===== src/common/arr_defs.vh =====
// register offsets, reset values and limits of the converter register block
`ifndef ARR_DEFS_VH
`define ARR_DEFS_VH
`define ARR_OFS_DBG      6'h0c
`define ARR_OFS_SHADOW   6'h0d
`define ARR_OFS_RES_LO   6'h10
`define ARR_OFS_RES_HI   6'h11
`define ARR_OFS_FLAGS    6'h0b
`define ARR_RST_DBG      8'h00
`define ARR_RST_SHADOW   8'h00
`define ARR_RST_RES      16'h0000
`define ARR_BIT_RUN      0
`define ARR_BIT_RDY      0
`define ARR_BIT_WIN      1
`define ARR_SAMPLE_MAX   10'h3ff
`define ARR_SAMPLE_MIN   10'h000
`define ARR_ACC_MAX      16'hffc0
`define ARR_ACC_COUNT    7'h40
`endif


===== src/rtl/arr_sample_clamp.v =====
// clamps one raw signed converter code into the 10-bit sample range
`timescale 1ns/1ps
`include "arr_defs.vh"
module arr_sample_clamp (
  // raw code, two bits wider than the sample, signed
  input  wire signed [11:0] raw_i,
  // clamped sample
  output reg         [9:0]  sample_o
);
  // ------------------------------------------------------------
  // saturation
  // ------------------------------------------------------------
  // combinational clamp of one raw code
  always @* begin
    if (raw_i < 12'sh000) begin
      sample_o = `ARR_SAMPLE_MIN;
    end else if (raw_i > 12'sh3ff) begin
      sample_o = `ARR_SAMPLE_MAX;
    end else begin
      sample_o = raw_i[9:0];
    end
  end
endmodule


===== src/rtl/arr_regs.v =====
// result, shadow byte and debug-run register logic of the converter
`timescale 1ns/1ps
`include "arr_defs.vh"
// What this block does
// - halted without run bit: stop, ignore events
// - run bit set: keep running while halted
// - one shadow byte shared by 16-bit registers
// - shadow byte readable, writable, resets zero
// - result low byte base, high byte plus one
// - sample saturates at all ones
// - sample below ground clamps to zero
// - at most 64 samples, sum capped
// - result read clears ready and match flags
module arr_regs #(
  parameter [6:0] ACC_LIMIT = `ARR_ACC_COUNT  // most samples summed
) (
  // clock and reset
  input  wire              clk_i,
  input  wire              rst_b_i,
  // register port
  input  wire [5:0]        addr_i,
  input  wire [7:0]        wdata_i,
  input  wire              wr_i,
  input  wire              rd_i,
  output reg  [7:0]        rdata_o,
  // debug halt from the core
  input  wire              cpu_halted_i,
  // converter side
  input  wire              event_i,
  input  wire              sample_valid_i,
  input  wire signed [11:0] sample_raw_i,
  input  wire [6:0]        acc_count_i,
  input  wire              window_hit_i,
  // status towards the rest of the converter
  output reg               run_o,
  output reg               event_o,
  output reg               result_ready_flag_o,
  output reg               window_match_flag_o,
  output reg  [15:0]       conversion_result_o
);
  // ------------------------------------------------------------
  // storage
  // ------------------------------------------------------------
  reg  [7:0]  debug_halt_control;   // bit 0 is run_while_halted
  reg  [7:0]  shadow_byte_buffer;   // the one shared shadow byte
  reg  [15:0] acc;                  // running sum
  reg  [6:0]  acc_n;                // samples in the sum
  wire [9:0]  sample;               // clamped sample
  wire        run_now;              // converter allowed to work
  wire [6:0]  lim;                  // effective sample limit
  reg  [15:0] next_acc;             // sum after this sample
  reg         done;                 // last sample of a result
  reg         clr_rdy;              // flag clear for ready
  reg         clr_win;              // flag clear for match

  // ------------------------------------------------------------
  // usage notes
  // ------------------------------------------------------------
  // the core reaches this block one byte at a time, so a 16-bit
  // value needs two accesses; the shared shadow byte keeps the two
  // halves of one result together even if a new result lands in
  // between the low and the high read.
  // limitation: the shadow byte is shared, so an interrupt handler
  // that reads a 16-bit register between the two halves of another
  // access spoils the first access; handlers must save and restore
  // the shadow byte themselves.
  // trade-off: read data is registered, one cycle of latency bought
  // a clean flop-driven output towards the core.
  // the result is only written at the end of a full accumulation,
  // so the core never sees a partial sum.
  // flags are sticky; a set in the same cycle as any clear wins, so
  // a result finishing during a read is never lost.
  // samples and events are both gated by the same run condition, so
  // a halted core with the run bit clear sees a frozen converter.

  // ------------------------------------------------------------
  // helpers
  // ------------------------------------------------------------
  // true when the offset selects either byte of the result
  function is_result;
    input [5:0] a;              // offset under test
    begin
      is_result = (a == `ARR_OFS_RES_LO) || (a == `ARR_OFS_RES_HI);
    end
  endfunction

  arr_sample_clamp u_clamp (
    .raw_i    (sample_raw_i),
    .sample_o (sample)
  );

  // halted core with run bit clear freezes the converter
  assign run_now = ~cpu_halted_i
                 | debug_halt_control[`ARR_BIT_RUN];
  // never more than the allowed count, zero counts as one
  assign lim = (acc_count_i == 7'h00) ? 7'h01 :
               (acc_count_i > ACC_LIMIT) ? ACC_LIMIT : acc_count_i;

  // ------------------------------------------------------------
  // accumulation
  // ------------------------------------------------------------
  // sum and done decision for the sample of this cycle
  always @* begin
    next_acc = acc + {6'h00, sample};
    if (next_acc > `ARR_ACC_MAX) begin
      next_acc = `ARR_ACC_MAX;
    end
    done = sample_valid_i & run_now & ((acc_n + 7'h01) >= lim);
  end

  // flag clears: write one or read of either result byte
  always @* begin
    clr_rdy = 1'b0;
    clr_win = 1'b0;
    // reading either byte counts as reading the result
    if (rd_i && is_result(addr_i)) begin
      clr_rdy = 1'b1;
      clr_win = 1'b1;
    end else if (wr_i && addr_i == `ARR_OFS_FLAGS) begin
      clr_rdy = wdata_i[`ARR_BIT_RDY];
      clr_win = wdata_i[`ARR_BIT_WIN];
    end
  end

  // sum, result and flags; a set in the clear cycle wins
  always @(posedge clk_i or negedge rst_b_i) begin
    if (!rst_b_i) begin
      acc                 <= 16'h0000;
      acc_n               <= 7'h00;
      conversion_result_o <= `ARR_RST_RES;
      result_ready_flag_o <= 1'b0;
      window_match_flag_o <= 1'b0;
    end else begin
      if (sample_valid_i && run_now) begin
        if (done) begin
          conversion_result_o <= next_acc;
          acc                 <= 16'h0000;
          acc_n               <= 7'h00;
        end else begin
          acc   <= next_acc;
          acc_n <= acc_n + 7'h01;
        end
      end
      if (done) begin
        result_ready_flag_o <= 1'b1;
      end else if (clr_rdy) begin
        result_ready_flag_o <= 1'b0;
      end
      if (done && window_hit_i) begin
        window_match_flag_o <= 1'b1;
      end else if (clr_win) begin
        window_match_flag_o <= 1'b0;
      end
    end
  end

  // ------------------------------------------------------------
  // register writes and reads
  // ------------------------------------------------------------
  // debug control, shadow byte and low-read latch of the high byte
  always @(posedge clk_i or negedge rst_b_i) begin
    if (!rst_b_i) begin
      debug_halt_control <= `ARR_RST_DBG;
      shadow_byte_buffer <= `ARR_RST_SHADOW;
    end else begin
      if (wr_i && addr_i == `ARR_OFS_DBG) begin
        debug_halt_control <= {7'h00, wdata_i[`ARR_BIT_RUN]};
      end else if (wr_i && addr_i == `ARR_OFS_SHADOW) begin
        shadow_byte_buffer <= wdata_i;
      end
      if (rd_i && addr_i == `ARR_OFS_RES_LO) begin
        // later high read sees the same result
        shadow_byte_buffer <= conversion_result_o[15:8];
      end else if (wr_i && addr_i == `ARR_OFS_RES_LO) begin
        // result is read only; low byte still parks in shadow
        shadow_byte_buffer <= wdata_i;
      end
    end
  end

  // registered read data and run outputs
  always @(posedge clk_i or negedge rst_b_i) begin
    if (!rst_b_i) begin
      rdata_o <= 8'h00;
      run_o   <= 1'b0;
      event_o <= 1'b0;
    end else begin
      run_o   <= run_now;
      event_o <= event_i & run_now;
      if (!rd_i) begin
        rdata_o <= 8'h00;
      end else if (addr_i == `ARR_OFS_DBG) begin
        rdata_o <= debug_halt_control;
      end else if (addr_i == `ARR_OFS_SHADOW) begin
        rdata_o <= shadow_byte_buffer;
      end else if (addr_i == `ARR_OFS_RES_LO) begin
        rdata_o <= conversion_result_o[7:0];
      end else if (addr_i == `ARR_OFS_RES_HI) begin
        rdata_o <= shadow_byte_buffer;
      end else if (addr_i == `ARR_OFS_FLAGS) begin
        rdata_o <= {6'h00, window_match_flag_o, result_ready_flag_o};
      end else begin
        rdata_o <= 8'h00;
      end
    end
  end
endmodule


===== config.mk =====
export PLATFORM = sky130hd
export DESIGN_NAME = arr_regs
export DESIGN_NICKNAME = d
export VERILOG_FILES = /design/src/rtl/arr_sample_clamp.v /design/src/rtl/arr_regs.v
export VERILOG_INCLUDE_DIRS = /design/src /design/src/common
export SDC_FILE = /design/constraint.sdc
export NUM_CORES = 1
export LEC_CHECK = 0
export ABC_CLOCK_PERIOD_IN_PS = 3610
export BUFFER_PORTS_ARGS = -buffer_cell sky130_fd_sc_hd__clkbuf_2
export CORE_UTILIZATION = 56
export DETAILED_ROUTE_END_ITERATION = 12
export PLACE_DENSITY_LB_ADDON = 0.2
export SETUP_SLACK_MARGIN = 0.5
export SLEW_MARGIN = 10
export SYNTH_ARGS = -nofsm -noshare
export SYNTH_HDL_FRONTEND = slang
export SYNTH_SLANG_ARGS = --single-unit

===== constraint.sdc =====
create_clock -name clk_i -period 3.61 [get_ports clk_i]
set_input_delay 0.5415 -clock clk_i [delete_from_list [all_inputs] [get_ports clk_i]]
set_output_delay 0.5415 -clock clk_i [all_outputs]
set_load 0.03 [all_outputs]

==> results.json, run 1 <==
{
  "startpoint": "sample_raw_i[10]",
  "wl_met3_microns": 561,
  "yosysSeqAreaShare": 0.407,
  "worstSetupPathType": "input port to register",
  "fin_tns_setup_ns": 0,
  "async_flop_share": 1.00,
  "fin_crit_sh": 0.805,
  "cts_root_buf": "clkbuf_8",
  "final_max_slew_viol_count": 0,
  "drt-pass1-iter-count": 4,
  "clkSinkCount": 60,
  "final_nets": 536,
  "r2r-end": "conversion_result_o[0]$_DFFE_PN0P_",
  "vdd_drop_max_v": 0.000553,
  "cts_max_path_buffers": 2,
  "cts_setup_buffers": 0,
  "synth.yosys.warnings": 0,
  "cts.htree.levels": 3,
  "cts_tree": "yes",
  "cp_data_arrival_time_ns": 3.11,
  "synth_nets": 464,
  "timing.max_cap.violations": 0,
  "ios": 69,
  "finalHoldWorstSlack_ns": 0.197,
  "hp-class": "input port to asynchronous set/reset pin",
  "regToRegSetupSlack_ns": 0.81,
  "synth_flop_cell": "dfrtp_1",
  "power.total_mw": 3.29,
  "drc_errors": 0,
  "place_hpwl_microns": 6240,
  "wl_met1_microns": 4040,
  "required_ns": 3.81,
  "critPathLaunchType": "input port",
  "io_buffers": 68,
  "r2r_start": "acc_n[0]$_DFFE_PN0P_",
  "slew_headroom": 0.583,
  "grt_use_total": 0.264,
  "postRouteAntennaNets": 0,
  "place_inst": 542,
  "avgSynthCellArea_sq_um": 9.12,
  "synth_cell_types": 60,
  "path_max_fanout": 12,
  "p_per_area_nw_per_um2": 752,
  "die_h_microns": 83.1,
  "hold_viol_final": 0,
  "tightest_slew_ns": 0.624,
  "avgViaCountPerCell": 5.87,
  "n_antenna_cell": 0,
  "grt_pass1_vias": 3019,
  "status": "completed",
  "area_delta_synth_final_pct": 18.6,
  "clk_latency_ns": 0.34,
  "place_congestion": 0.877,
  "finalSetupViolCount": 0,
  "dr_wl_met2_microns": 3880,
  "layout_common_cells": "68 x clkbuf_2, 64 x nand2_1, 60 x dfrtp_1, 46 x nor2_1, 30 x o21ai_1",
  "timing.fmax_mhz": 344,
  "first_iter_violations": 240,
  "final_cell_count_no_fill": 558,
  "syn_area_sq_um": 3690,
  "min_period_ns": 2.91,
  "fp-row-count": 29,
  "dieArea_sq_um": 6910,
  "power.leakage_nw": 2.08,
  "fp.dieW_microns": 83.1,
  "cts_made_buffers": 9,
  "drt-total-wl_microns": 8560,
  "syn-instance-count": 404,
  "num_vias": 3273,
  "critPathCapture": "conversion_result_o[0]$_DFFE_PN0P_",
  "clkTransAtPathRegs_ns": 0.07,
  "rsz0062_at_grt": "no",
  "drive_gt1_frac": 0.247,
  "topRoutingLayerUsed": "met4",
  "grt_antenna_before_repair": 0,
  "wl_per_cell_microns": 15.3,
  "dpl_cell_area_sq_um": 4120,
  "grt.overflow.total": 0,
  "r2r_cells": 10,
  "yosys_register_bits": 60,
  "final_area_sq_um": 4370,
  "coreArea_sq_um": 6350,
  "synth-edff-count": 0,
  "grt_pass1_wl_microns": 14500,
  "finClkSkew_ns": 0.00684,
  "grt_max_degree": 38,
  "cp-end-kind": "register",
  "initial_core_util": 0.580,
  "final_common_cell": "clkbuf_2"
}
## worst min path at each step
stage / from / endpoint / slack [ns]
4_1_cts: rst_b_i / rdata_o[0]$_DFF_PN0_ / 0.21
3_3_place_gp: acc[9]$_DFFE_PN0P_ / acc[9]$_DFFE_PN0P_ / 0.46
2_1_floorplan: rst_b_i / acc[0]$_DFFE_PN0P_ / 0.25
6_report: rst_b_i / rdata_o[0]$_DFF_PN0_ / 0.20
5_1_grt: rst_b_i / rdata_o[0]$_DFF_PN0_ / 0.25
3_5_place_dp: shadow_byte_buffer[3]$_DFFE_PN0P_ / shadow_byte_buffer[3]$_DFFE_PN0P_ / 0.48
## critical path, cell delays in order
cell       delay, ns
clkbuf_2        0.18
nor2_1          0.06
nor2_1          0.09
ha_1            0.19
inv_1           0.06
fa_1            0.39
and2b_1         0.24
o2111ai_2       0.16
a21oi_2         0.22
xnor2_1         0.12
or2_1           0.28
nor4_4          0.27
buf_6           0.20
a31oi_1         0.10
## sequential cells by signal, indices dropped and copies added (netlist names)
signal	flops
event_o	1
rdata_o	8
result_ready_flag_o	1
acc	16
acc_n	7
shadow_byte_buffer	8
window_match_flag_o	1
conversion_result_o	16
run_o	1
debug_halt_control	1
## cell usage after synthesis (all sizes together) (3+ instances only)
master | count | area share
a31oi | 13 | 0.032
ha | 18 | 0.061
mux2 | 3 | 0.0092
nor3 | 6 | 0.0081
nand2 | 64 | 0.065
a211oi | 4 | 0.012
o21ai | 36 | 0.050
nand3 | 11 | 0.015
xor2 | 3 | 0.0071
dfrtp | 60 | 0.41
clkbuf | 13 | 0.013
xnor2 | 11 | 0.028
buf | 5 | 0.010
a22oi | 7 | 0.014
mux2i | 14 | 0.038
a21oi | 14 | 0.019
o21a | 3 | 0.0061
a21o | 7 | 0.014
a21boi | 7 | 0.014
o31ai | 4 | 0.0081
inv | 9 | 0.0092
nor2b | 3 | 0.0051
nor2 | 48 | 0.053
and2 | 6 | 0.010
## where the power goes
group	internal (mW)	leakage [nW]	total [mW]	switching [mW]
combinational	0.584	1.19	1.56	0.972
clock	0.386	0.109	0.665	0.280
sequential	0.873	0.779	1.07	0.193
total	1.84	2.08	3.29	1.44
## final cells by class
| cell class | instances | area [sq um] |
|---|---|---|
| fillers | 516 | 1980 |
| multi-input cells | 317 | 2100 |
| well taps | 77 | 96.3 |
| clock buffers | 9 | 124 |
| clock inverters | 7 | 91.3 |
| repair buffers | 79 | 427 |
| flip-flops and latches | 60 | 1500 |
| inverters | 9 | 33.8 |
## metal layers
layer  vias to the layer above  global-route usage
met1                      1539               0.373
met4                         0               0.114
met3                         5              0.0388
met2                       129               0.406
li1                       1600                   -
met5                         -                   0
## logic make-up after synthesis
kind of cell | synth area share
xor+xnor | 0.0353
buf+inv | 0.0326
mux | 0.0472
compound gates | 0.219
fa+ha+maj | 0.0665
flops | 0.407
simple gates | 0.192
## metrics by stage
stage,setup WS (ns),utilization
after global routing,0.525,0.688
after floorplan,0.512,-
after detailed placement,0.279,0.649
after global placement,0.371,0.649
final,0.705,0.688
after CTS,0.622,0.683
## timing repair
item / in CTS / in global routing
setup endpoints to repair: 1 / 16
hold buffers: 0 / 0
gates resized for setup: 1 / 7
pin swaps: 0 / 2
Note: power is estimated with default switching activity, not from simulation.
==> run 2: changes to the inputs <==
--- a/config.mk
+++ b/config.mk
@@ -6,9 +6,10 @@
 export SDC_FILE = /design/constraint.sdc
 export NUM_CORES = 1
 export LEC_CHECK = 0
-export ABC_CLOCK_PERIOD_IN_PS = 3610
+export ABC_AREA = 1
+export ABC_CLOCK_PERIOD_IN_PS = 2400
 export BUFFER_PORTS_ARGS = -buffer_cell sky130_fd_sc_hd__clkbuf_2
-export CORE_UTILIZATION = 56
+export CORE_UTILIZATION = 51
 export DETAILED_ROUTE_END_ITERATION = 12
 export PLACE_DENSITY_LB_ADDON = 0.2
 export SETUP_SLACK_MARGIN = 0.5
==> constraint.sdc (replaced) <==
create_clock -name clk_i -period 2.4 [get_ports clk_i]
set_input_delay 0.36 -clock clk_i [delete_from_list [all_inputs] [get_ports clk_i]]
set_output_delay 0.36 -clock clk_i [all_outputs]
set_load 0.03 [all_outputs]
==> run 2 against run 1 <==
Against the previous run: the flow now finishes with violations (negative setup slack); sequential power increased by 54%; utilization increased by 1.8 points; synthesized cell count increased by 27%; sequential share of layout area decreased by 5.0 points; critical path depth decreased by 1; critical endpoint is now conversion_result_o[13]$_DFFE_PN0P_.
==> results.json, run 2 <==
{
  "worstSetupPathType": "register to register",
  "drt-total-wl_microns": 10500,
  "synthTopCellsByCount": "148 x nand2_1, 60 x dfrtp_1, 58 x nor2_1",
  "grt_util_met2": 0.448,
  "cp-end-kind": "register",
  "ios": 69,
  "yosys_register_bits": 60,
  "synth_top_area_share": 0.394,
  "timing.max_cap.violations": 0,
  "status": "finished, violations left",
  "final_cell_count_no_fill": 730,
  "postRouteAntennaNets": 0,
  "vdd_drop_max_v": 0.000734,
  "reg_top3": "acc: 16 flops, conversion_result_o: 16 flops",
  "cts_made_buffers": 9,
  "clkTransAtPathRegs_ns": 0.07,
  "grt_pass1_wl_microns": 16100,
  "rsz0062_at_grt": "yes",
  "layout_common_cells": "132 x nand2_1, 68 x clkbuf_2, 60 x dfrtp_1, 56 x nor2_1, 43 x inv_1",
  "dieArea_sq_um": 7820,
  "place_congestion": 0.867,
  "hp-class": "input port to asynchronous set/reset pin",
  "initial_core_util": 0.525,
  "cp_data_arrival_time_ns": 2.82,
  "min_period_ns": 2.59,
  "path_cells": "ha_4 > nand3_4 > nor3_4 > xor2_2 > ha_4 > nand3_1 > nor3_2 > nand3_2 > o2111ai_4 > nand2_4 > buf_6 > nand2_1 > o21ai_0",
  "cts_tree": "yes",
  "p_per_area_nw_per_um2": 1120,
  "critPathLaunchType": "register",
  "synth_cell_types": 39,
  "synth-edff-count": 0,
  "final_max_slew_viol_count": 0,
  "hold_viol_final": 0,
  "slew_headroom": 0.558,
  "syn_area_sq_um": 3810,
  "cts_root_buf": "clkbuf_8",
  "cts_max_path_buffers": 2,
  "first_iter_violations": 208,
  "critical_path_buf_inv_count": 1,
  "async_flop_share": 1.00,
  "setup_slack_ns": -0.188,
  "use_met1": 0.344,
  "clkSinkCount": 60,
  "wl_per_cell_microns": 14.4,
  "final_nets": 687,
  "finClkSkew_ns": 0.00914,
  "grt_max_degree": 38,
  "grt_use_total": 0.270,
  "cts.htree.levels": 3,
  "grtUsageMet3": 0.0653,
  "grt_pass1_vias": 3477,
  "fin_crit_sh": 1.08,
  "drt-pass1-iter-count": 4,
  "post-synth-top-count-cell": "nand2_1",
  "num_vias": 3892,
  "final_common_cell": "nand2_1",
  "finalSetupViolCount": 41,
  "syn-instance-count": 514,
  "holdBufCountCts": 0,
  "n_antenna_cell": 0,
  "violations": "negative setup slack",
  "synth.yosys.warnings": 0,
  "yosysSeqAreaShare": 0.394,
  "tightest_slew_ns": 0.661,
  "synth_nets": 574,
  "crit_family": "simple AND/OR/NAND/NOR gates",
  "fp-row-count": 31,
  "io_buffers": 68,
  "busiest_layer": "met2",
  "place_inst": 705,
  "synth.largest_area_cell": "dfrtp_1",
  "drc_errors": 0,
  "p_sw_mw": 2.58,
  "die_h_microns": 88.4,
  "avgSynthCellArea_sq_um": 7.41,
  "cp_slowest_stage_delay_ns": 0.43,
  "p_comb_frac": 0.548,
  "place_hpwl_microns": 7210,
  "required_ns": 2.63,
  "pre_cts_slack_ns": -0.208,
  "coreArea_sq_um": 7250,
  "seq_power_share": 0.288,
  "fp.dieW_microns": 88.4,
  "grt_antenna_before_repair": 0,
  "synth_flop_cell": "dfrtp_1",
  "swShare": 0.451,
  "timing.fmax_mhz": 386,
  "clk_latency_ns": 0.34,
  "grt.overflow.total": 0,
  "path_max_fanout": 7,
  "clockPowerShare": 0.164,
  "area_delta_synth_final_pct": 34.6,
  "drive_gt1_frac": 0.355,
  "cp_slowest_cell": "dfrtp_1",
  "power.internal_mw": 3.15,
  "ys_top_cells_by_area": "dfrtp_1 39%, nand2_1 15%, nand3_1 6.0%",
  "avgViaCountPerCell": 5.33,
  "cp_common_cell": "ha_4",
  "power.leakage_nw": 2.67
}
-- run 2: cell types whose count changed in the layout (fill, tap and decap cells not counted), sizes merged, moves of 14 or more --
cell / change
mux2i: -14
o21ai: -16
nand2: +97
buf: +36
nand3: +47
nor2: +16
inv: +42
-- run 2: metal layers --
layer	routed length (microns)	vias to the layer above
li1	-	1905
met1	4540	1846
met2	5270	117
met3	498	24
met4	235	0
met5	0	-
-- run 2: power groups by stage --
| stage | Clock, mW | Sequential (mW) | Combinational [mW] |
|---|---|---|---|
| floorplan | 0 | 1.79 | 1.54 |
| global placement | 0 | 1.62 | 2.57 |
| detailed placement | 0 | 1.63 | 2.64 |
| CTS | 0.941 | 1.61 | 2.88 |
| global route | 1.00 | 1.67 | 3.44 |
| finish | 0.941 | 1.65 | 3.14 |
-- run 2: stage by stage --
step / hold slack (ns) / total power, mW / area, sq um / util / setup TNS, ns
5_1_grt: 0.0461 / 6.12 / 5120 / 0.706 / -9.15
3_3_place_gp: 0.403 / 4.19 / 4540 / 0.625 / -1.29
4_1_cts: 0.0384 / 5.43 / 4950 / 0.682 / -0.00154
3_5_place_dp: 0.406 / 4.27 / 4540 / 0.625 / -3.63
6_report: 0.0197 / 5.73 / 5120 / 0.706 / -5.25
2_1_floorplan: 0.0644 / 3.33 / 3900 / - / 0
-- run 2: cell type report --
class                           instances  area [sq um]
Clock inverter                          4          48.8
Sequential cell                        60          1500
Inverter                               53           206
Fill cell                             558          2130
Tap cell                               99           124
Timing Repair Buffer                  115           741
Multi-Input combinational cell        388          2350
Clock buffer                           11           151
-- run 2: kinds of logic (layout without fill, tap and decap cells) --
logic type               count (synthesis)  in the layout  share of synthesized area
buffers and inverters                   67            183                     0.0710
AND/OR/NAND/NOR                        305            306                      0.365
adder cells (fa/ha/maj)                 19             19                     0.0644
AO/OA/AOI/OAI                           57             57                     0.0897
XOR/XNOR                                 6              6                     0.0158
flip-flops                              60             60                      0.394
-- run 2: repair_timing --
action / 4_1_cts / 5_1_grt
setup endpoints to repair: 41 / 41
resized for setup: 33 / 35
gates cloned: 1 / 1
buffers inserted: 6 / 2
pin swaps: 19 / 29
-- run 2: worst paths after layout --
check                                                        from                                  end  slack, ns  cells after the start
worst max-delay path                         acc_n[0]$_DFFE_PN0P_  conversion_result_o[13]$_DFFE_PN0P_      -0.19                     13
worst min-delay path                                      rst_b_i      result_ready_flag_o$_DFFE_PN0P_       0.02                      1
worst max register to register               acc_n[0]$_DFFE_PN0P_  conversion_result_o[13]$_DFFE_PN0P_      -0.19                     13
worst min register to register  debug_halt_control[0]$_DFFE_PN0P_                      run_o$_DFF_PN0_       0.51                      2
max in group asynchronous                                 rst_b_i                 acc_n[2]$_DFFE_PN0P_       1.76                      2
min in group clk_i                                   cpu_halted_i                      run_o$_DFF_PN0_       0.20                      2
